**config.mk**
```make
export PLATFORM = sky130hd
export DESIGN_NAME = charger_option_control_bits
export DESIGN_NICKNAME = d
export VERILOG_FILES = /design/src/rtl/charger_option_pkg.sv /design/src/rtl/ms_tick_gen.sv /design/src/rtl/charger_option_control_bits.sv
export VERILOG_INCLUDE_DIRS = /design/src /design/src/rtl
export SDC_FILE = /design/constraint.sdc
export NUM_CORES = 1
export LEC_CHECK = 0
export BUFFER_PORTS_ARGS = -buffer_cell sky130_fd_sc_hd__buf_2
export CORE_ASPECT_RATIO = 1.25
export CORE_UTILIZATION = 30
export CTS_CLUSTER_SIZE = 10
export DETAILED_ROUTE_END_ITERATION = 10
export SYNTH_ARGS = -nofsm -noshare
export SYNTH_HDL_FRONTEND = slang
export SYNTH_HIERARCHICAL = 1
export SYNTH_SLANG_ARGS = --single-unit
```
**constraint.sdc**
```tcl
create_clock -name mclk -period 2.9 [get_ports mclk]
set_input_delay 0.58 -clock mclk [delete_from_list [all_inputs] [get_ports mclk]]
set_output_delay 0.58 -clock mclk [all_outputs]
set_load 0.01 [all_outputs]
```
**src/rtl/charger_option_defines.svh**
```systemverilog
`ifndef CHARGER_OPTION_DEFINES_SVH
`define CHARGER_OPTION_DEFINES_SVH

// ----------------------------------------------------------------------
// register command codes
// ----------------------------------------------------------------------
`define CFG_ONE_ADDR 8'h30
`define CFG_TWO_ADDR 8'h31
`define CHARGE_CURRENT_ADDR 8'h14

// ----------------------------------------------------------------------
// reset values
// ----------------------------------------------------------------------
`define CFG_ONE_RESET 16'h0100
`define CFG_TWO_RESET 16'h00B7

// ----------------------------------------------------------------------
// field positions
// ----------------------------------------------------------------------
`define SHIP_BIT 1
`define WAKE_BIT 0
`define OVLD_SEL_HI 15
`define OVLD_SEL_LO 14
`define EN_OVERSHOOT_BIT 13
`define EN_DROOP_BIT 12
`define OVLD_FLAG_BIT 11
`define RELAX_FLAG_BIT 10
`define CYCLE_SEL_HI 9
`define CYCLE_SEL_LO 8

// ----------------------------------------------------------------------
// timing
// ----------------------------------------------------------------------
`define CLK_FREQ_KHZ 125000
`define TICK_PERIOD_US 1000
`define TICK_CYCLES ((`TICK_PERIOD_US * `CLK_FREQ_KHZ) / 1000)
`define SHIP_WINDOW_MS 140
`define WAKE_LIMIT_MIN 30
`define WAKE_LIMIT_MS (`WAKE_LIMIT_MIN * 60 * 1000)
`define WAKE_CHARGE_MA 128
`define OVLD_T0_MS 1
`define OVLD_T1_MS 2
`define OVLD_T2_MS 5
`define OVLD_T3_MS 10
`define CYCLE_T0_MS 20
`define CYCLE_T1_MS 40
`define CYCLE_T2_MS 80
`define CYCLE_T3_MS 1000

`endif

```
**src/rtl/charger_option_pkg.sv**
```systemverilog
package charger_option_pkg;

  // ----------------------------------------------------------------------
  // types
  // ----------------------------------------------------------------------
  typedef enum logic [1:0] {
    surge_idle = 2'b00,
    surge_qualify = 2'b01,
    surge_overload = 2'b10,
    surge_relax = 2'b11
  } surge_phase_e;

  typedef struct packed {
    logic wr;
    logic rd;
    logic [7:0] cmd;
    logic [15:0] wdata;
  } reg_req_s;

  typedef struct packed {
    logic [15:0] cfg_one;
    logic [15:0] cfg_two;
    surge_phase_e phase;
    logic [9:0] phase_cnt;
    logic [7:0] ship_cnt;
    logic ship_zero;
    logic [20:0] wake_cnt;
    logic wake_expired;
    logic [15:0] rdata;
    logic rvalid;
  } ctrl_state_s;

  typedef struct packed {
    logic [16:0] cnt;
    logic tick;
  } tick_state_s;

endpackage

```
**src/rtl/ms_tick_gen.sv**
```systemverilog
`timescale 1ns/100ps
`include "charger_option_defines.svh"

module ms_tick_gen #(
  parameter logic [16:0] TICK_CYCLES = 17'(`TICK_CYCLES)
) (
  input wire logic mclk,
  input wire logic rst_n,
  output logic tick
);

  charger_option_pkg::tick_state_s state_reg;
  charger_option_pkg::tick_state_s state_next;

  // ----------------------------------------------------------------------
  // one pulse per millisecond
  // ----------------------------------------------------------------------
  always_comb
  begin
    state_next = state_reg;
    state_next.tick = 1'b0;
    if (state_reg.cnt >= TICK_CYCLES - 17'h00001)
    begin
      state_next.cnt = 17'h00000;
      state_next.tick = 1'b1;
    end
    else
    begin
      state_next.cnt = state_reg.cnt + 17'h00001;
    end
  end

  always_ff @(posedge mclk or negedge rst_n)
  begin
    if (!rst_n)
    begin
      state_reg <= '0;
    end
    else
    begin
      state_reg <= state_next;
    end
  end

  assign tick = state_reg.tick;

endmodule

```
**src/rtl/charger_option_control_bits.sv**
```systemverilog
// Functional notes
// - ship discharge runs 140 ms window, then bit clears itself.
// - host clearing ship bit early stops discharge immediately.
// - discharge current stops once negative sense pin reaches 0V.
// - wake bit with battery below minimum gives 128 mA charge, up to 30 min.
// - battery rising above minimum ends wake charging and clears wake bit, unless the 30 min limit has already expired.
// - any host write to charge current register 0x14 ends wake charging.
// - bits 15-14 select overload time 1, 2, 5 or 10 ms.
// - bit 13 enables surge mode on input current overshoot.
// - bit 12 enables surge mode on system voltage droop.
// - both enables zero keeps surge mode fully disabled.
// - adapter removal clears both surge enables.
// - overload flag reads 1 in overload phase; writing 0 exits it.
// - relax flag reads 1 in relax phase; writing 0 exits it.
// - bits 9-8 select cycle time 20, 40, 80 ms or 1 s.
`timescale 1ns/100ps
`include "charger_option_defines.svh"

module charger_option_control_bits #(
  parameter logic [16:0] TICK_CYCLES = 17'(`TICK_CYCLES),
  parameter logic [20:0] WAKE_LIMIT_MS = 21'(`WAKE_LIMIT_MS)
) (
  input wire logic mclk,
  input wire logic rst_n,
  input wire charger_option_pkg::reg_req_s reg_req,
  output logic [15:0] reg_rdata,
  output logic reg_rvalid,
  input wire logic sense_negative_at_zero,
  input wire logic battery_below_minimum,
  input wire logic adapter_present,
  input wire logic input_overshoot,
  input wire logic system_droop,
  output logic ship_discharge_on,
  output logic wake_charge_on,
  output logic surge_overload_active,
  output logic surge_relax_active
);

  charger_option_pkg::ctrl_state_s state_reg;
  charger_option_pkg::ctrl_state_s state_next;
  logic tick;

  // ----------------------------------------------------------------------
  // time decoders
  // ----------------------------------------------------------------------
  function automatic logic [9:0] overload_ms(input logic [1:0] sel);
    case (sel)
      2'h0: overload_ms = 10'(`OVLD_T0_MS);
      2'h1: overload_ms = 10'(`OVLD_T1_MS);
      2'h2: overload_ms = 10'(`OVLD_T2_MS);
      default: overload_ms = 10'(`OVLD_T3_MS);
    endcase
  endfunction

  function automatic logic [9:0] cycle_ms(input logic [1:0] sel);
    case (sel)
      2'h0: cycle_ms = 10'(`CYCLE_T0_MS);
      2'h1: cycle_ms = 10'(`CYCLE_T1_MS);
      2'h2: cycle_ms = 10'(`CYCLE_T2_MS);
      default: cycle_ms = 10'(`CYCLE_T3_MS);
    endcase
  endfunction

  // ----------------------------------------------------------------------
  // millisecond timebase
  // ----------------------------------------------------------------------
  ms_tick_gen #(
    .TICK_CYCLES(TICK_CYCLES)
  ) u_tick (
    .mclk(mclk),
    .rst_n(rst_n),
    .tick(tick)
  );

  // ----------------------------------------------------------------------
  // next state
  // ----------------------------------------------------------------------
  always_comb
  begin
    logic wr_one;
    logic wr_two;
    logic wr_current;
    logic trigger;
    logic [1:0] ovld_sel;
    logic [1:0] cycle_sel;
    logic [15:0] cfg_two_view;
    wr_one = reg_req.wr && (reg_req.cmd == `CFG_ONE_ADDR);
    wr_two = reg_req.wr && (reg_req.cmd == `CFG_TWO_ADDR);
    wr_current = reg_req.wr && (reg_req.cmd == `CHARGE_CURRENT_ADDR);
    trigger = 1'b0;
    ovld_sel = 2'h0;
    cycle_sel = 2'h0;
    cfg_two_view = 16'h0000;
    state_next = state_reg;

    // ----------------------------------------------------------------------
    // ship discharge window
    // ----------------------------------------------------------------------
    if (state_reg.cfg_one[`SHIP_BIT])
    begin
      if (tick)
      begin
        state_next.ship_cnt = state_reg.ship_cnt + 8'h01;
      end
      if (sense_negative_at_zero)
      begin
        state_next.ship_zero = 1'b1;
      end
      if (tick && (state_reg.ship_cnt >= 8'(`SHIP_WINDOW_MS - 1)))
      begin
        state_next.cfg_one[`SHIP_BIT] = 1'b0;
      end
    end

    // ----------------------------------------------------------------------
    // wake charging
    // ----------------------------------------------------------------------
    if (state_reg.cfg_one[`WAKE_BIT] && !state_reg.wake_expired)
    begin
      if (battery_below_minimum)
      begin
        if (tick)
        begin
          state_next.wake_cnt = state_reg.wake_cnt + 21'h000001;
          if (state_reg.wake_cnt >= WAKE_LIMIT_MS - 21'h000001)
          begin
            state_next.wake_expired = 1'b1;
          end
        end
      end
      else
      begin
        state_next.cfg_one[`WAKE_BIT] = 1'b0;
      end
    end
    if (wr_current)
    begin
      state_next.cfg_one[`WAKE_BIT] = 1'b0;
    end

    // ----------------------------------------------------------------------
    // host writes to config one; a write of 1 wins over self clear
    // ----------------------------------------------------------------------
    if (wr_one)
    begin
      state_next.cfg_one = reg_req.wdata;
      if (reg_req.wdata[`SHIP_BIT])
      begin
        state_next.ship_cnt = 8'h00;
        state_next.ship_zero = sense_negative_at_zero;
      end
      if (reg_req.wdata[`WAKE_BIT])
      begin
        state_next.wake_cnt = 21'h000000;
        state_next.wake_expired = 1'b0;
      end
    end
    if (!state_next.cfg_one[`SHIP_BIT])
    begin
      state_next.ship_cnt = 8'h00;
      state_next.ship_zero = 1'b0;
    end
    if (!state_next.cfg_one[`WAKE_BIT])
    begin
      state_next.wake_cnt = 21'h000000;
      state_next.wake_expired = 1'b0;
    end

    // ----------------------------------------------------------------------
    // host writes to config two; status bits are not stored
    // ----------------------------------------------------------------------
    if (wr_two)
    begin
      state_next.cfg_two = reg_req.wdata;
      state_next.cfg_two[`OVLD_FLAG_BIT] = 1'b0;
      state_next.cfg_two[`RELAX_FLAG_BIT] = 1'b0;
    end
    if (!adapter_present)
    begin
      state_next.cfg_two[`EN_OVERSHOOT_BIT] = 1'b0;
      state_next.cfg_two[`EN_DROOP_BIT] = 1'b0;
    end

    // ----------------------------------------------------------------------
    // surge phase sequencer
    // ----------------------------------------------------------------------
    ovld_sel = state_reg.cfg_two[`OVLD_SEL_HI:`OVLD_SEL_LO];
    cycle_sel = state_reg.cfg_two[`CYCLE_SEL_HI:`CYCLE_SEL_LO];
    trigger = (state_reg.cfg_two[`EN_OVERSHOOT_BIT] && input_overshoot)
      || (state_reg.cfg_two[`EN_DROOP_BIT] && system_droop);
    if (tick)
    begin
      state_next.phase_cnt = state_reg.phase_cnt + 10'h001;
    end
    case (state_reg.phase)
      charger_option_pkg::surge_idle:
      begin
        state_next.phase_cnt = 10'h000;
        if (trigger)
        begin
          state_next.phase = charger_option_pkg::surge_qualify;
        end
      end
      charger_option_pkg::surge_qualify:
      begin
        if (!trigger)
        begin
          state_next.phase = charger_option_pkg::surge_idle;
        end
        else if (tick && (state_reg.phase_cnt >= overload_ms(ovld_sel) - 10'h001))
        begin
          state_next.phase = charger_option_pkg::surge_overload;
          state_next.phase_cnt = 10'h000;
        end
      end
      charger_option_pkg::surge_overload:
      begin
        if (wr_two && !reg_req.wdata[`OVLD_FLAG_BIT])
        begin
          state_next.phase = charger_option_pkg::surge_idle;
        end
        else if (tick && (state_reg.phase_cnt >= cycle_ms(cycle_sel) - 10'h001))
        begin
          state_next.phase = charger_option_pkg::surge_relax;
          state_next.phase_cnt = 10'h000;
        end
      end
      charger_option_pkg::surge_relax:
      begin
        if (wr_two && !reg_req.wdata[`RELAX_FLAG_BIT])
        begin
          state_next.phase = charger_option_pkg::surge_idle;
        end
        else if (tick && (state_reg.phase_cnt >= cycle_ms(cycle_sel) - 10'h001))
        begin
          state_next.phase = charger_option_pkg::surge_idle;
        end
      end
      default:
      begin
        state_next.phase = charger_option_pkg::surge_idle;
      end
    endcase
    if (!state_next.cfg_two[`EN_OVERSHOOT_BIT] && !state_next.cfg_two[`EN_DROOP_BIT])
    begin
      state_next.phase = charger_option_pkg::surge_idle;
    end
    if (state_next.phase == charger_option_pkg::surge_idle)
    begin
      state_next.phase_cnt = 10'h000;
    end

    // ----------------------------------------------------------------------
    // read data
    // ----------------------------------------------------------------------
    cfg_two_view = state_reg.cfg_two;
    cfg_two_view[`OVLD_FLAG_BIT] = (state_reg.phase == charger_option_pkg::surge_overload);
    cfg_two_view[`RELAX_FLAG_BIT] = (state_reg.phase == charger_option_pkg::surge_relax);
    state_next.rvalid = reg_req.rd;
    if (reg_req.rd)
    begin
      case (reg_req.cmd)
        `CFG_ONE_ADDR: state_next.rdata = state_reg.cfg_one;
        `CFG_TWO_ADDR: state_next.rdata = cfg_two_view;
        default: state_next.rdata = 16'h0000;
      endcase
    end
  end

  // ----------------------------------------------------------------------
  // state register
  // ----------------------------------------------------------------------
  always_ff @(posedge mclk or negedge rst_n)
  begin
    if (!rst_n)
    begin
      state_reg <= '0;
      state_reg.cfg_one <= `CFG_ONE_RESET;
      state_reg.cfg_two <= `CFG_TWO_RESET;
      state_reg.phase <= charger_option_pkg::surge_idle;
    end
    else
    begin
      state_reg <= state_next;
    end
  end

  // ----------------------------------------------------------------------
  // outputs
  // ----------------------------------------------------------------------
  assign reg_rdata = state_reg.rdata;
  assign reg_rvalid = state_reg.rvalid;
  assign ship_discharge_on = state_reg.cfg_one[`SHIP_BIT] && !state_reg.ship_zero;
  // request for the fixed 128 mA wake charge current
  assign wake_charge_on = state_reg.cfg_one[`WAKE_BIT] && !state_reg.wake_expired
    && battery_below_minimum;
  assign surge_overload_active = (state_reg.phase == charger_option_pkg::surge_overload);
  assign surge_relax_active = (state_reg.phase == charger_option_pkg::surge_relax);

endmodule

```
==> impl_metrics.py <==
metrics = {
    "finish": {
        "fin_area_sq_mm": 0.00641,
        "drive_above_1_share": 0.257,
        "nFillCells": 1799,
        "nets": 620,
        "multi_input_area_sq_mm": 0.00263,
        "diodes": 0,
        "seqCellArea_sq_mm": 0.00271,
        "finish.utilization": 0.350,
        "areaGrowthSynthToFinish_pct": 13.1,
        "largest_register_ffs": 73,
    },
    "setup_path": {
        "path_cells": "inv_1, nand2_1, ha_1, nand3_1, o22ai_1, o2111ai_1, o2111a_1, o31ai_4, a211oi_2",
        "crit_path_end": "state_reg[55]$_DFF_PN0_",
        "path_class": "flop to flop",
        "crit_start": "state_reg[69]$_DFFE_PN0P_",
        "crit_path_max_fanout": 11,
        "r2r-end": "state_reg[55]$_DFF_PN0_",
        "slowest_delay_ns": 0.66,
        "reg2reg_depth": 9,
        "arrival_ns": 2.76,
        "crit_path_end_kind": "flop",
        "timing.rr.start": "state_reg[69]$_DFFE_PN0P_",
        "critPathSlowestCell": "o31ai_4",
        "rrSetupSlack_ns": 0.34,
        "crit_required_ns": 3.10,
        "cp-start-kind": "flop",
    },
    "synthesis": {
        "synth_edf_count": 0,
        "synth_area_per_cell_sq_um": 10.7,
        "netlist.top_cell.by_area": "dfrtp_1",
        "yosysWarnings": 6,
        "synthArstFlopShare": 1.00,
        "synth_top_cells_by_count": "101 x dfrtp_1, 58 x nor2_1, 31 x nand2_1, 30 x inv_1, 26 x mux2_2",
        "synth_cell_types": 62,
        "synth_top_family_by_area": "simple AND/OR/NAND/NOR gates",
        "synth_top_area_share": 0.446,
        "yosysMostFrequentCell": "dfrtp_1",
        "ys_seq_elements": 108,
        "synthMuxAreaShare": 0.0870,
        "synthAdderAreaFrac": 0.0353,
        "postSynthCellCount": 531,
        "synth-main-ff-cell": "dfrtp_1",
        "synth_top_cells_by_area": "dfrtp_1 45%, mux2_2 5.2%, xor2_1 3.9%",
        "synth_xor_area_frac": 0.0757,
        "ys_seq_area_frac": 0.478,
        "synth.cell_area_sq_mm": 0.00567,
        "synth_nets": 580,
        "yosys.area_share.simple": 0.173,
        "synth-compound-area-share": 0.0905,
    },
    "place": {
        "hpwlAfterDp_mm": 8.46,
        "portBuffers": 53,
        "placed_area_sq_mm": 0.00609,
        "gp_congestion": 0.768,
    },
    "routing": {
        "drc": 18,
        "via_count": 3959,
        "wire_per_inst_um": 14.5,
        "drtAntennaViolNets": 0,
        "dr.pass1.iters": 7,
        "drtIter0Drc": 360,
        "vias_per_cell": 4.92,
        "wirelength_mm": 11.6,
    },
    "sta": {
        "worst_slew_pin_slew_ns": 0.820,
        "whs_ns": 0.205,
        "drv_slew": 0,
        "finalSetupViolCount": 0,
        "max_freq_ghz": 0.391,
        "rsz0062_at_grt": "false",
        "finalCritPeriodShare": 0.883,
        "tns_ns": 0,
        "post-route-min-period_ns": 2.56,
        "finalHoldViolations": 0,
        "fin_skew_ns": 0.00834,
        "slew_headroom": 0.454,
    },
    "floorplanning": {
        "io_pins": 54,
        "initial_core_util": 0.310,
        "rows": 55,
        "dieArea_sq_mm": 0.0195,
        "die_x_um": 125,
        "core_sq_mm": 0.0183,
        "die_y_um": 156,
    },
    "pwr": {
        "power_density_mw_per_mm2": 461,
        "combinationalPowerShare": 0.043,
        "peakVddDrop_mv": 0.246,
        "sw_frac_of_total": 0.213,
        "p_total_uw": 2950,
        "power.switching_uw": 628,
        "p_int_uw": 2330,
        "p_clk_frac": 0.435,
        "p_leak_uw": 0.00280,
        "power_frac_seq": 0.521,
    },
    "global_routing": {
        "grt_pass1_wl_mm": 19.9,
        "overflow": 0,
        "antenna_found_initial": 0,
        "grt_pass1_vias": 4102,
        "grt_max_degree": 50,
        "grt_util_all_layers": 0.127,
    },
    "cts": {
        "clock_latency_ns": 0.35,
        "cts.sinks": 108,
        "cts.htree.levels": 3,
        "numCtsBuffers": 9,
        "post_cts_resized": 0,
        "path_clk_slew_ns": 0.07,
        "cts_tree": "done",
        "post_cts_buffers": 0,
        "cts_hold_buf": 0,
        "clk_path_buf_depth": 2,
        "cts-root-buf": "clkbuf_16",
    },
    "run": {
        "max_cap_viol_count": 0,
    },
    "min_path": {
        "hp-class": "input port to asynchronous set/reset pin",
    },
    "status": {
        "violations": "DRC",
        "outcome": "finished with violations",
    },
}
[logic make-up after synthesis]
group / after synthesis
compound gates: 63
xor+xnor: 49
fa+ha+maj: 16
buf+inv: 64
flops: 108
mux: 46
other cells: 1
simple gates: 184
[power by group through the flow]
stage,combinational (uW),clock [uW],sequential [uW]
floorplan,53.6,0,1570
global placement,127,0,1570
detailed placement,131,0,1570
global route,144,1390,1540
CTS,132,1320,1540
finish,128,1290,1540
[layer usage]
layer / share of wire / wire, um / track usage
met3: 0.031 / 360 / 0.0206
met1: 0.44 / 5160 / 0.154
met2: 0.51 / 5890 / 0.223
met4: 0.020 / 233 / 0.0528
met5: 0 / 0 / 0
[layout make-up]
type	instances	area share
sequential	108	0.423
multi-input combinational	359	0.409
timing repair buffer	63	0.0554
tap	228	0.0445
clock buffer	12	0.0416
inverter	30	0.0176
clock inverter	4	0.00859
[worst min-delay path by stage]
stage | startpoint | endpoint | slack (ns) | cells past startpoint
after detailed placement | state_reg[79]$_DFFE_PN0P_ | state_reg[79]$_DFFE_PN0P_ | 0.50 | 1
after CTS | rst_n | state_reg[53]$_DFF_PN0_ | 0.22 | 1
after global placement | u_tick/state_reg[17]$_DFF_PN0_ | u_tick/state_reg[17]$_DFF_PN0_ | 0.48 | 2
after global routing | rst_n | state_reg[52]$_DFF_PN0_ | 0.26 | 1
final | rst_n | state_reg[58]$_DFF_PN0_ | 0.21 | 1
after floorplan | rst_n | reg_rdata[0]$_DFFE_PN0P_ | 0.28 | 0
[stage by stage]
step	worst slack [ns]	cells
floorplan	0.769	531
global placement	0.481	788
detailed placement	0.369	788
CTS	0.338	804
global route	0.160	804
finish	0.341	804
[worst max-delay path: cells and delay by family, from the launching register on]
family | cells | cell delay, ns
adders and majority gates | 1 | 0.30
and+or+nand+nor | 2 | 0.15
DFF | 1 | 0.43
buffers and inverters | 1 | 0.10
AOI/OAI and AO/OA | 5 | 1.43
[placed cells by master (no fill, tap or decap), types with 8 or more instances in the layout]
cell type | Yosys | final
xnor2_1 | 24 | 24
buf_4 | 18 | 10
nor2_2 | 9 | 9
a211oi_2 | 10 | 10
clkbuf_16 | 0 | 9
nand4_1 | 14 | 14
dfrtp_1 | 101 | 101
o22ai_1 | 18 | 18
mux2_2 | 26 | 26
nand3_1 | 22 | 22
xor2_1 | 25 | 25
a21oi_1 | 11 | 11
inv_1 | 30 | 30
nor2_1 | 58 | 58
buf_2 | 2 | 52
mux2i_1 | 20 | 20
ha_1 | 16 | 16
nand2_1 | 31 | 31
and3_1 | 8 | 8
Power figures use the tool's default switching activity.
